===== src/logic/iefu_pkg.sv =====
// Package: register map, bit positions and reset values of the interrupt enable and flag unit
package iefu_pkg;
  // Register byte addresses on the APB
  localparam logic [7:0] IEFU_ADDR_INTCTL = 8'h00;
  localparam logic [7:0] IEFU_ADDR_PEN1 = 8'h04;
  localparam logic [7:0] IEFU_ADDR_PEN2 = 8'h08;
  localparam logic [7:0] IEFU_ADDR_PREQ1 = 8'h0C;
  localparam logic [7:0] IEFU_ADDR_PREQ2 = 8'h10;
  localparam logic [7:0] IEFU_ADDR_OPTION = 8'h14;
  localparam logic [7:0] IEFU_ADDR_PINMASK = 8'h18;
  localparam logic [7:0] IEFU_ADDR_CORE = 8'h1C;
  // Interrupt control bit positions
  localparam int IEFU_GIE_BIT = 7;
  localparam int IEFU_PGE_BIT = 6;
  localparam int IEFU_T0E_BIT = 5;
  localparam int IEFU_EXE_BIT = 4;
  localparam int IEFU_PCE_BIT = 3;
  localparam int IEFU_T0F_BIT = 2;
  localparam int IEFU_EXF_BIT = 1;
  localparam int IEFU_PCF_BIT = 0;
  // Peripheral request one bit positions
  localparam int IEFU_GATE_BIT = 7;
  localparam int IEFU_ADC_BIT = 6;
  localparam int IEFU_RX_BIT = 5;
  localparam int IEFU_TX_BIT = 4;
  localparam int IEFU_SSP_BIT = 3;
  localparam int IEFU_CC1_BIT = 2;
  localparam int IEFU_TM2_BIT = 1;
  localparam int IEFU_TM1_BIT = 0;
  // Option register edge select
  localparam int IEFU_EDGE_BIT = 6;
  // Reset values
  localparam logic [7:0] IEFU_INTCTL_RST = 8'h00;
  localparam logic [7:0] IEFU_PEN_RST = 8'h00;
  localparam logic [7:0] IEFU_PREQ_RST = 8'h00;
  localparam logic [7:0] IEFU_OPTION_RST = 8'hFF;
  localparam logic [7:0] IEFU_PINMASK_RST = 8'h00;
  // Vector address and latency
  localparam logic [12:0] IEFU_VECTOR = 13'h0004;
  localparam int IEFU_LATENCY_CYC = 3;
  // Capture/compare modes
  typedef enum logic [1:0] {
    IEFU_CC_CAPTURE = 2'b00,
    IEFU_CC_COMPARE = 2'b01,
    IEFU_CC_PWM = 2'b10
  } iefu_ccmode_e;
endpackage : iefu_pkg


===== src/logic/iefu_top.sv =====
// Interrupt enable and flag unit: enables, flags, request and vector sequence
`timescale 1ns/100ps
//
// Function
// RULE1 - Global enable bit 7 gates all requests
// RULE2 - Peripheral group enable bit 6 gates peripherals
// RULE3 - Timer zero rollover sets flag, enable masks
// RULE4 - External pin event sets sticky flag
// RULE5 - Port change counts only mask-enabled pins
// RULE6 - Port change flag set on change, sticky
// RULE7 - Flags set regardless of any enable
// RULE8 - Software clears flag before enabling it
// RULE9 - Enable one holds eight peripheral enables
// RULE10 - Enable two has only bit 0
// RULE11 - Gate flag reads one while gate inactive
// RULE12 - Conversion flag set on completion, sticky
// RULE13 - Receive flag follows full buffer, read-clears
// RULE14 - Transmit flag follows empty buffer, write-clears
// RULE15 - Sync port flag set on completion, sticky
// RULE16 - Capcmp one flag by mode, unused PWM
// RULE17 - Timer two period match flag, sticky
// RULE18 - Timer one overflow flag, sticky
// RULE19 - Request two has only capcmp two flag
// RULE20 - Software initialises timer zero before clearing
// RULE21 - Vectoring clears global enable, loads 0004h
// RULE22 - Return from interrupt sets global enable
// RULE23 - Vector reached three cycles after event
// RULE24 - Edge select picks rising or falling edge
// RULE25 - Request combines core and peripheral pairs
module iefu_top
  import iefu_pkg::*;
(
  // Clock, reset, enable
  input wire logic sys_clk_i,
  input wire logic rst_n_i,
  input wire logic clk_en_i,
  // APB slave
  input wire logic psel_i,
  input wire logic penable_i,
  input wire logic pwrite_i,
  input wire logic [7:0] paddr_i,
  input wire logic [31:0] pwdata_i,
  output logic [31:0] prdata_o,
  output logic pready_o,
  output logic pslverr_o,
  // Pins
  input wire logic external_irq_pin_i,
  input wire logic [7:0] port_pins_i,
  // Peripheral events, same clock
  input wire logic timer_zero_ovf_i,
  input wire logic timer_one_gate_active_i,
  input wire logic conversion_done_i,
  input wire logic serial_rx_full_i,
  input wire logic serial_tx_empty_i,
  input wire logic sync_port_done_i,
  input wire logic [1:0] capcmp_one_mode_i,
  input wire logic capcmp_one_capture_i,
  input wire logic capcmp_one_match_i,
  input wire logic [1:0] capcmp_two_mode_i,
  input wire logic capcmp_two_capture_i,
  input wire logic capcmp_two_match_i,
  input wire logic timer_two_match_i,
  input wire logic timer_one_ovf_i,
  // Serial data register accesses
  input wire logic serial_rx_data_read_i,
  input wire logic serial_tx_data_write_i,
  // Core side
  input wire logic return_from_irq_i,
  output logic irq_request_o,
  output logic flush_prefetch_o,
  output logic push_pc_o,
  output logic load_vector_o,
  output logic [12:0] vector_addr_o,
  output logic serial_rx_clear_o,
  output logic serial_tx_clear_o
);

  typedef enum logic [1:0] {
    IEFU_IDLE = 2'b00,
    IEFU_FLUSH = 2'b01,
    IEFU_PUSH = 2'b10,
    IEFU_LOAD = 2'b11
  } iefu_state_e;

  // Software visible registers
  logic [7:0] intctl_r;
  logic [7:0] pen1_r;
  logic pen2_r;
  logic [7:0] preq1_r;
  logic preq2_r;
  logic [7:0] option_r;
  logic [7:0] pinmask_r;
  // External pin synchroniser and previous sample
  logic ext_s1_r;
  logic ext_s2_r;
  logic ext_d_r;
  // Port pin synchronisers and previous sample
  logic [7:0] port_s1_r;
  logic [7:0] port_s2_r;
  logic [7:0] port_d_r;
  // Fill marker: edge detection waits for real samples after reset
  logic [2:0] sync_fill_r;
  logic sync_ok;
  // Vector sequencer
  iefu_state_e state_r;
  iefu_state_e state_nxt;

  // Bus strobes
  logic acc;
  logic wr;
  // Detected events and request
  logic ext_edge;
  logic port_change;
  logic pend;
  logic vector_take;
  logic cc1_evt;
  logic cc2_evt;
  // Peripheral request one next value and read data
  logic [7:0] flags1_set;
  logic [7:0] flags1_wr;
  logic [7:0] rdata;

  //////////////////////////////////////////////////////////////////////////////
  // Bus decode: zero wait states, every access taken at its access phase
  // The access phase lasts one cycle, so pready need not qualify it
  assign acc = psel_i & penable_i & clk_en_i;
  assign wr = acc & pwrite_i;

  //////////////////////////////////////////////////////////////////////////////
  // Pin synchronisers and edge detection
  always_ff @(posedge sys_clk_i or negedge rst_n_i) begin
    if (!rst_n_i) begin
      ext_s1_r <= 1'b0;
      ext_s2_r <= 1'b0;
      ext_d_r <= 1'b0;
      port_s1_r <= 8'h00;
      port_s2_r <= 8'h00;
      port_d_r <= 8'h00;
    end else if (clk_en_i) begin
      ext_s1_r <= external_irq_pin_i;
      ext_s2_r <= ext_s1_r;
      ext_d_r <= ext_s2_r;
      port_s1_r <= port_pins_i;
      port_s2_r <= port_s1_r;
      port_d_r <= port_s2_r;
    end
  end

  // Fill marker: ones shift in after reset, one per enabled edge
  always_ff @(posedge sys_clk_i or negedge rst_n_i) begin
    if (!rst_n_i) begin
      sync_fill_r <= 3'h0;
    end else if (clk_en_i) begin
      sync_fill_r <= {sync_fill_r[1:0], 1'h1};
    end
  end

  // Both samples real after three edges; a pin held through reset is no edge
  assign sync_ok = sync_fill_r[2];

  // Edge polarity from option register
  assign ext_edge = sync_ok &
      (option_r[IEFU_EDGE_BIT] ? (ext_s2_r & ~ext_d_r) : (~ext_s2_r & ext_d_r)); // RULE24
  assign port_change = sync_ok & (|((port_s2_r ^ port_d_r) & pinmask_r)); // RULE5

  // Capture/compare events by mode, nothing in PWM
  assign cc1_evt = (capcmp_one_mode_i == IEFU_CC_CAPTURE) ? capcmp_one_capture_i :
                   (capcmp_one_mode_i == IEFU_CC_COMPARE) ? capcmp_one_match_i : 1'b0; // RULE16
  assign cc2_evt = (capcmp_two_mode_i == IEFU_CC_CAPTURE) ? capcmp_two_capture_i :
                   (capcmp_two_mode_i == IEFU_CC_COMPARE) ? capcmp_two_match_i : 1'b0; // RULE19

  //////////////////////////////////////////////////////////////////////////////
  // Interrupt control register; flags set regardless of enables, set beats clear
  always_ff @(posedge sys_clk_i or negedge rst_n_i) begin
    if (!rst_n_i) begin
      intctl_r <= IEFU_INTCTL_RST;
    end else if (clk_en_i) begin
      if (wr && paddr_i == IEFU_ADDR_INTCTL) begin
        intctl_r <= pwdata_i[7:0];
      end
      // Vector take wins over a return in the same cycle
      if (vector_take) begin
        intctl_r[IEFU_GIE_BIT] <= 1'b0; // RULE21
      end else if (return_from_irq_i) begin
        intctl_r[IEFU_GIE_BIT] <= 1'b1; // RULE22
      end
      // Hardware sets come last, so they beat a software clear
      if (timer_zero_ovf_i) begin
        intctl_r[IEFU_T0F_BIT] <= 1'b1; // RULE3 RULE7
      end
      if (ext_edge) begin
        intctl_r[IEFU_EXF_BIT] <= 1'b1; // RULE4 RULE7
      end
      if (port_change) begin
        intctl_r[IEFU_PCF_BIT] <= 1'b1; // RULE6 RULE7
      end
    end
  end

  //////////////////////////////////////////////////////////////////////////////
  // Enable, option and pin mask registers
  always_ff @(posedge sys_clk_i or negedge rst_n_i) begin
    if (!rst_n_i) begin
      pen1_r <= IEFU_PEN_RST;
      pen2_r <= 1'b0;
      option_r <= IEFU_OPTION_RST;
      pinmask_r <= IEFU_PINMASK_RST;
    end else if (clk_en_i && wr) begin
      if (paddr_i == IEFU_ADDR_PEN1) begin
        pen1_r <= pwdata_i[7:0]; // RULE9
      end
      if (paddr_i == IEFU_ADDR_PEN2) begin
        pen2_r <= pwdata_i[0]; // RULE10
      end
      if (paddr_i == IEFU_ADDR_OPTION) begin
        option_r <= pwdata_i[7:0];
      end
      if (paddr_i == IEFU_ADDR_PINMASK) begin
        pinmask_r <= pwdata_i[7:0];
      end
    end
  end

  //////////////////////////////////////////////////////////////////////////////
  // Peripheral request registers
  // Event sets for request one; the live bits take none here
  assign flags1_set = {1'b0, conversion_done_i, 2'b00, sync_port_done_i, cc1_evt,
                       timer_two_match_i, timer_one_ovf_i};
  assign flags1_wr = (wr && paddr_i == IEFU_ADDR_PREQ1) ? pwdata_i[7:0] : preq1_r;

  always_ff @(posedge sys_clk_i or negedge rst_n_i) begin
    if (!rst_n_i) begin
      preq1_r <= IEFU_PREQ_RST;
      preq2_r <= 1'b0;
    end else if (clk_en_i) begin
      preq1_r <= flags1_wr | flags1_set; // RULE12 RULE15 RULE16 RULE17 RULE18
      // Live bits follow their inputs, writes to them are ignored
      preq1_r[IEFU_GATE_BIT] <= ~timer_one_gate_active_i; // RULE11
      preq1_r[IEFU_RX_BIT] <= serial_rx_full_i; // RULE13
      preq1_r[IEFU_TX_BIT] <= serial_tx_empty_i; // RULE14
      if (cc2_evt) begin
        preq2_r <= 1'b1; // RULE19
      end else if (wr && paddr_i == IEFU_ADDR_PREQ2) begin
        preq2_r <= pwdata_i[0];
      end
    end
  end

  //////////////////////////////////////////////////////////////////////////////
  // Combined pending request
  // Core pairs under the global enable, peripheral pairs also under the group enable
  assign pend = intctl_r[IEFU_GIE_BIT] & (
      (intctl_r[IEFU_T0E_BIT] & intctl_r[IEFU_T0F_BIT]) |
      (intctl_r[IEFU_EXE_BIT] & intctl_r[IEFU_EXF_BIT]) |
      (intctl_r[IEFU_PCE_BIT] & intctl_r[IEFU_PCF_BIT]) |
      (intctl_r[IEFU_PGE_BIT] & ((|(pen1_r & preq1_r)) | (pen2_r & preq2_r)))); // RULE1 RULE2 RULE25
  assign vector_take = (state_r == IEFU_IDLE) & pend;

  //////////////////////////////////////////////////////////////////////////////
  // Vector sequence: flush, push, load over three cycles
  always_comb begin
    state_nxt = state_r;
    case (state_r)
      // Leave idle only for an enabled request
      IEFU_IDLE: begin
        if (pend) begin
          state_nxt = IEFU_FLUSH; // RULE23
        end
      end
      // One cycle per step, no restart before idle
      IEFU_FLUSH: begin
        state_nxt = IEFU_PUSH;
      end
      IEFU_PUSH: begin
        state_nxt = IEFU_LOAD;
      end
      IEFU_LOAD: begin
        state_nxt = IEFU_IDLE;
      end
      default: begin
        state_nxt = IEFU_IDLE;
      end
    endcase
  end

  always_ff @(posedge sys_clk_i or negedge rst_n_i) begin
    if (!rst_n_i) begin
      state_r <= IEFU_IDLE;
    end else if (clk_en_i) begin
      state_r <= state_nxt;
    end
  end

  // Core strobes, registered
  // Strobes follow the next state, so each leaves its flop in step with the state
  always_ff @(posedge sys_clk_i or negedge rst_n_i) begin
    if (!rst_n_i) begin
      irq_request_o <= 1'b0;
      flush_prefetch_o <= 1'b0;
      push_pc_o <= 1'b0;
      load_vector_o <= 1'b0;
      vector_addr_o <= IEFU_VECTOR;
      serial_rx_clear_o <= 1'b0;
      serial_tx_clear_o <= 1'b0;
    end else if (clk_en_i) begin
      irq_request_o <= pend; // RULE25
      flush_prefetch_o <= (state_nxt == IEFU_FLUSH); // RULE21
      push_pc_o <= (state_nxt == IEFU_PUSH);
      load_vector_o <= (state_nxt == IEFU_LOAD);
      vector_addr_o <= IEFU_VECTOR;
      serial_rx_clear_o <= serial_rx_data_read_i; // RULE13
      serial_tx_clear_o <= serial_tx_data_write_i; // RULE14
    end
  end

  //////////////////////////////////////////////////////////////////////////////
  // Read mux
  // Unmapped and misaligned addresses read zero
  always_comb begin
    case (paddr_i)
      IEFU_ADDR_INTCTL: rdata = intctl_r;
      IEFU_ADDR_PEN1: rdata = pen1_r;
      IEFU_ADDR_PEN2: rdata = {7'h00, pen2_r};
      IEFU_ADDR_PREQ1: rdata = preq1_r;
      IEFU_ADDR_PREQ2: rdata = {7'h00, preq2_r};
      IEFU_ADDR_OPTION: rdata = option_r;
      IEFU_ADDR_PINMASK: rdata = pinmask_r;
      IEFU_ADDR_CORE: rdata = {6'h00, state_r};
      default: rdata = 8'h00;
    endcase
  end

  // APB answer registered one cycle after setup
  // Error flags addresses past the map or off a word boundary
  always_ff @(posedge sys_clk_i or negedge rst_n_i) begin
    if (!rst_n_i) begin
      prdata_o <= 32'h0000_0000;
      pready_o <= 1'b0;
      pslverr_o <= 1'b0;
    end else if (clk_en_i) begin
      pready_o <= psel_i & ~penable_i;
      prdata_o <= {24'h00_0000, rdata};
      pslverr_o <= psel_i & ~penable_i & (paddr_i > IEFU_ADDR_CORE || paddr_i[1:0] != 2'b00);
    end
  end

endmodule : iefu_top


===== config.mk =====
export PLATFORM = sky130hd
export DESIGN_NAME = iefu_top
export DESIGN_NICKNAME = d
export VERILOG_FILES = /design/src/logic/iefu_pkg.sv /design/src/logic/iefu_top.sv
export SDC_FILE = /design/constraint.sdc
export NUM_CORES = 1
export LEC_CHECK = 0
export BUFFER_PORTS_ARGS = -buffer_cell sky130_fd_sc_hd__buf_2
export CAP_MARGIN = 20
export CORE_AREA = 2 2 98 100
export DETAILED_ROUTE_END_ITERATION = 8
export DIE_AREA = 0 0 100 102
export GPL_TIMING_DRIVEN = 0
export MAX_ROUTING_LAYER = met4
export PLACE_DENSITY_LB_ADDON = 0.12
export SLEW_MARGIN = 20
export SYNTH_ARGS = -nofsm -noshare
export SYNTH_HDL_FRONTEND = slang
export SYNTH_SLANG_ARGS = --single-unit

===== constraint.sdc =====
create_clock -name sys_clk_i -period 2.1 [get_ports sys_clk_i]
set_clock_uncertainty 0.1 [all_clocks]
set_input_delay 0.315 -clock sys_clk_i [delete_from_list [all_inputs] [get_ports sys_clk_i]]
set_output_delay 0.315 -clock sys_clk_i [all_outputs]
set_load 0.005 [all_outputs]

==> impl_metrics.env <==
export IMPL_outcome="finished clean"
export IMPL_rows=35
export IMPL_hpwlAfterDp_um=7578
export IMPL_synthCells=371
export IMPL_crit_cells=4
export IMPL_max_cap_viol_count=0
export IMPL_grt_start_max_net_pins=48
export IMPL_max_vdd_ir_drop_mv=0.4109
export IMPL_finalCritPeriodShare_pct=87.23
export IMPL_core_um2=9109
export IMPL_slowest_delay_ps=480
export IMPL_cts_made_buffers=9
export IMPL_endpoint_kind="register"
export IMPL_synth_edf_count=0
export IMPL_async_flop_share_pct=100.0
export IMPL_final_setup_viol_count=0
export IMPL_place_congestion=0.8594
export IMPL_worstPathArrival_ps=1960
export IMPL_synth_top_area_cell="dfrtp_1"
export IMPL_criticalPathCategory="reg -> reg"
export IMPL_pwr_density_cell_nw_per_um2=733.3
export IMPL_postCtsSetupRepairBufs=0
export IMPL_crit_slowest_cell="a222oi_1"
export IMPL_clk_latency_ps=350
export IMPL_rsz0062_at_grt="false"
export IMPL_start_util_pct=49.74
export IMPL_layout_nets=560
export IMPL_worstSetupStartpointType="register"
export IMPL_grt_pass1_wl_um=15680
export IMPL_cp_required_ps=2230
export IMPL_ioPinCount=127
export IMPL_timing_final_ws_setup_ps=268.2
export IMPL_remaining_drc_errors=0
export IMPL_setup_tns_final_ps=0
export IMPL_post_route_util_pct=58.97
export IMPL_slew_headroom_pct=56.79
export IMPL_grt_ovfl_total=0
export IMPL_layout_drive_gt1_share_pct=43.42
export IMPL_io_buffers=63
export IMPL_p_leak_nw=2.552
export IMPL_worst_pin_slew_ps=648.1
export IMPL_first_global_vias=2956
export IMPL_hold_viol_final=0
export IMPL_dp_cells=581
export IMPL_ys_types=55
export IMPL_hold_ws_ps=18.82
export IMPL_antenna_found_initial=0
export IMPL_fin_total_pwr_mw=3.939
export IMPL_yosysWarnings=0
export IMPL_final_area_um2=5371
export IMPL_cp_cell_sequence="a222oi_1 -> nand3_1 -> a31oi_1 -> o21ai_0"
export IMPL_nFillCells=775
export IMPL_clk_pin_slew_ps=90
export IMPL_dp_slack_ps=-13.48
export IMPL_cts_sinks=90
export IMPL_ys_top_cells_by_count="82 x dfrtp_1, 68 x mux2_2, 38 x buf_4"
export IMPL_die_y_um=102
export IMPL_critPathTopFamily="compound AO/OA/AOI/OAI gates"
export IMPL_synthTopCellsByArea="dfrtp_1 45%, mux2_2 17%, buf_4 6.3%"
export IMPL_syn_area_um2=4531
export IMPL_slew_violations=0
export IMPL_h_tree_depth=3
export IMPL_stdcell_count=597
export IMPL_reg2reg_depth=4
export IMPL_via_count=3150
export IMPL_post_route_min_period_ps=1832
export IMPL_synth_seq_area_share_pct=49.93
export IMPL_drt_total_wl_um=9969
export IMPL_synth_avg_cell_area_um2=12.21
export IMPL_dr_pass1_iters=5
export IMPL_ys_flop_type="dfrtp_1"
export IMPL_die_w_um=100
export IMPL_worstHoldPathType="in -> reg"
export IMPL_cts_resized=0
export IMPL_fmax_mhz=545.9
export IMPL_ys_ff_latch=90
export IMPL_root_buffer="clkbuf_8"
export IMPL_wl_per_cell_um=16.70
export IMPL_cp_max_fo=4
export IMPL_die_area_um2=10200
export IMPL_ant_nets=0
export IMPL_area_growth_pct=18.56
export IMPL_diodes=0
export IMPL_post_drt_via_cell_ratio=5.276
export IMPL_worstPathBufferInverterCount=0
export IMPL_clockBufferDepth=2
export IMPL_synth_top_area_share_pct=45.29
export IMPL_track_usage_pct=21.08
export IMPL_cts_tree="done"
export IMPL_holdPathStages=2
export IMPL_drt_iter0_drc=127
export IMPL_placed_area_um2=5146
export IMPL_yosysMostFrequentCell="dfrtp_1"
[state kept, by name, summed over array words and instances, names as in the netlist, 2 cells and up]
name	cells
sync_fill_r	3
prdata_o	8
port_s1_r	8
option_r	8
pinmask_r	8
port_d_r	8
pen1_r	8
preq1_r	8
state_r	2
port_s2_r	8
intctl_r	8
[worst reg2reg max path: stages (launching register included)]
cell	delay (ps)
dfrtp_1	410
a222oi_1	480
nand3_1	160
a31oi_1	400
o21ai_0	150
[what timing repair did]
item	CTS	global route
endpoints found under the hold margin	39	0
setup endpoints to repair	0	0
hold buffers	1	0
[final cells by class]
class	instances	area, µm²	share of cell area [%]
sequential	90	2262	42.12
timing repair buffer	65	355.3	6.615
clock inverter	6	91.34	1.700
tap	111	138.9	2.586
inverter	6	22.52	0.4193
clock buffer	9	123.9	2.306
buffer	49	340.3	6.336
multi-input combinational	261	2037	37.92
[layer usage]
metal	share of wire, %	wire length, µm	vias to the layer above	GRT usage [%]
li1	-	-	1508	-
met1	46	4539	1509	27.92
met2	47	4707	122	33.00
met3	5.7	565	11	4.446
met4	1.6	158	0	6.322
met5	0	0	-	-
[cell usage in the layout (no fill, tap or decap), types with 5 or more instances in the layout]
cell type,n
dfrtp_1,82
mux2_2,68
xor2_1,8
a22o_1,8
buf_2,67
mux2i_1,10
inv_1,6
nor2_1,11
dfstp_2,8
buf_4,39
o2bb2ai_1,11
a22oi_1,10
clkbuf_8,9
clkbuf_1,5
o21ai_0,12
a21oi_1,10
conb_1,37
nand2_1,18
[cell families after synthesis]
group / after synthesis / share of synthesized area, %
multiplexers: 79 / 19.36
buffers and inverters: 55 / 8.009
AO/OA/AOI/OAI: 70 / 11.16
adder cells (fa/ha/maj): 4 / 1.105
other: 2 / 0.1658
AND/OR/NAND/NOR: 63 / 8.727
flip-flops: 90 / 49.93
XOR/XNOR: 8 / 1.547
[final timing paths]
| path | startpoint | end | slack, ps |
|---|---|---|---|
| min | timer_one_gate_active_i | preq1_r[7]$_DFFE_PN0P_ | 20 |
| min in group asynchronous | rst_n_i | preq1_r[2]$_DFFE_PN0P_ | 400 |
| max | pen1_r[4]$_DFFE_PN0P_ | flush_prefetch_o$_DFFE_PN0P_ | 270 |
| max reg2reg | pen1_r[4]$_DFFE_PN0P_ | flush_prefetch_o$_DFFE_PN0P_ | 270 |
| max in group asynchronous | rst_n_i | option_r[7]$_DFFE_PN1P_ | 800 |
| min reg2reg | sync_fill_r[0]$_DFFE_PN0P_ | sync_fill_r[0]$_DFFE_PN0P_ | 360 |
[report_power, final]
group	internal, mW	switching, mW	total (mW)
Combinational	0.333	0.315	0.648
Clock	0.671	0.629	1.30
Sequential	1.88	0.111	1.99
Total	2.88	1.06	3.94
No activity file was read; power rests on OpenSTA's default activity.
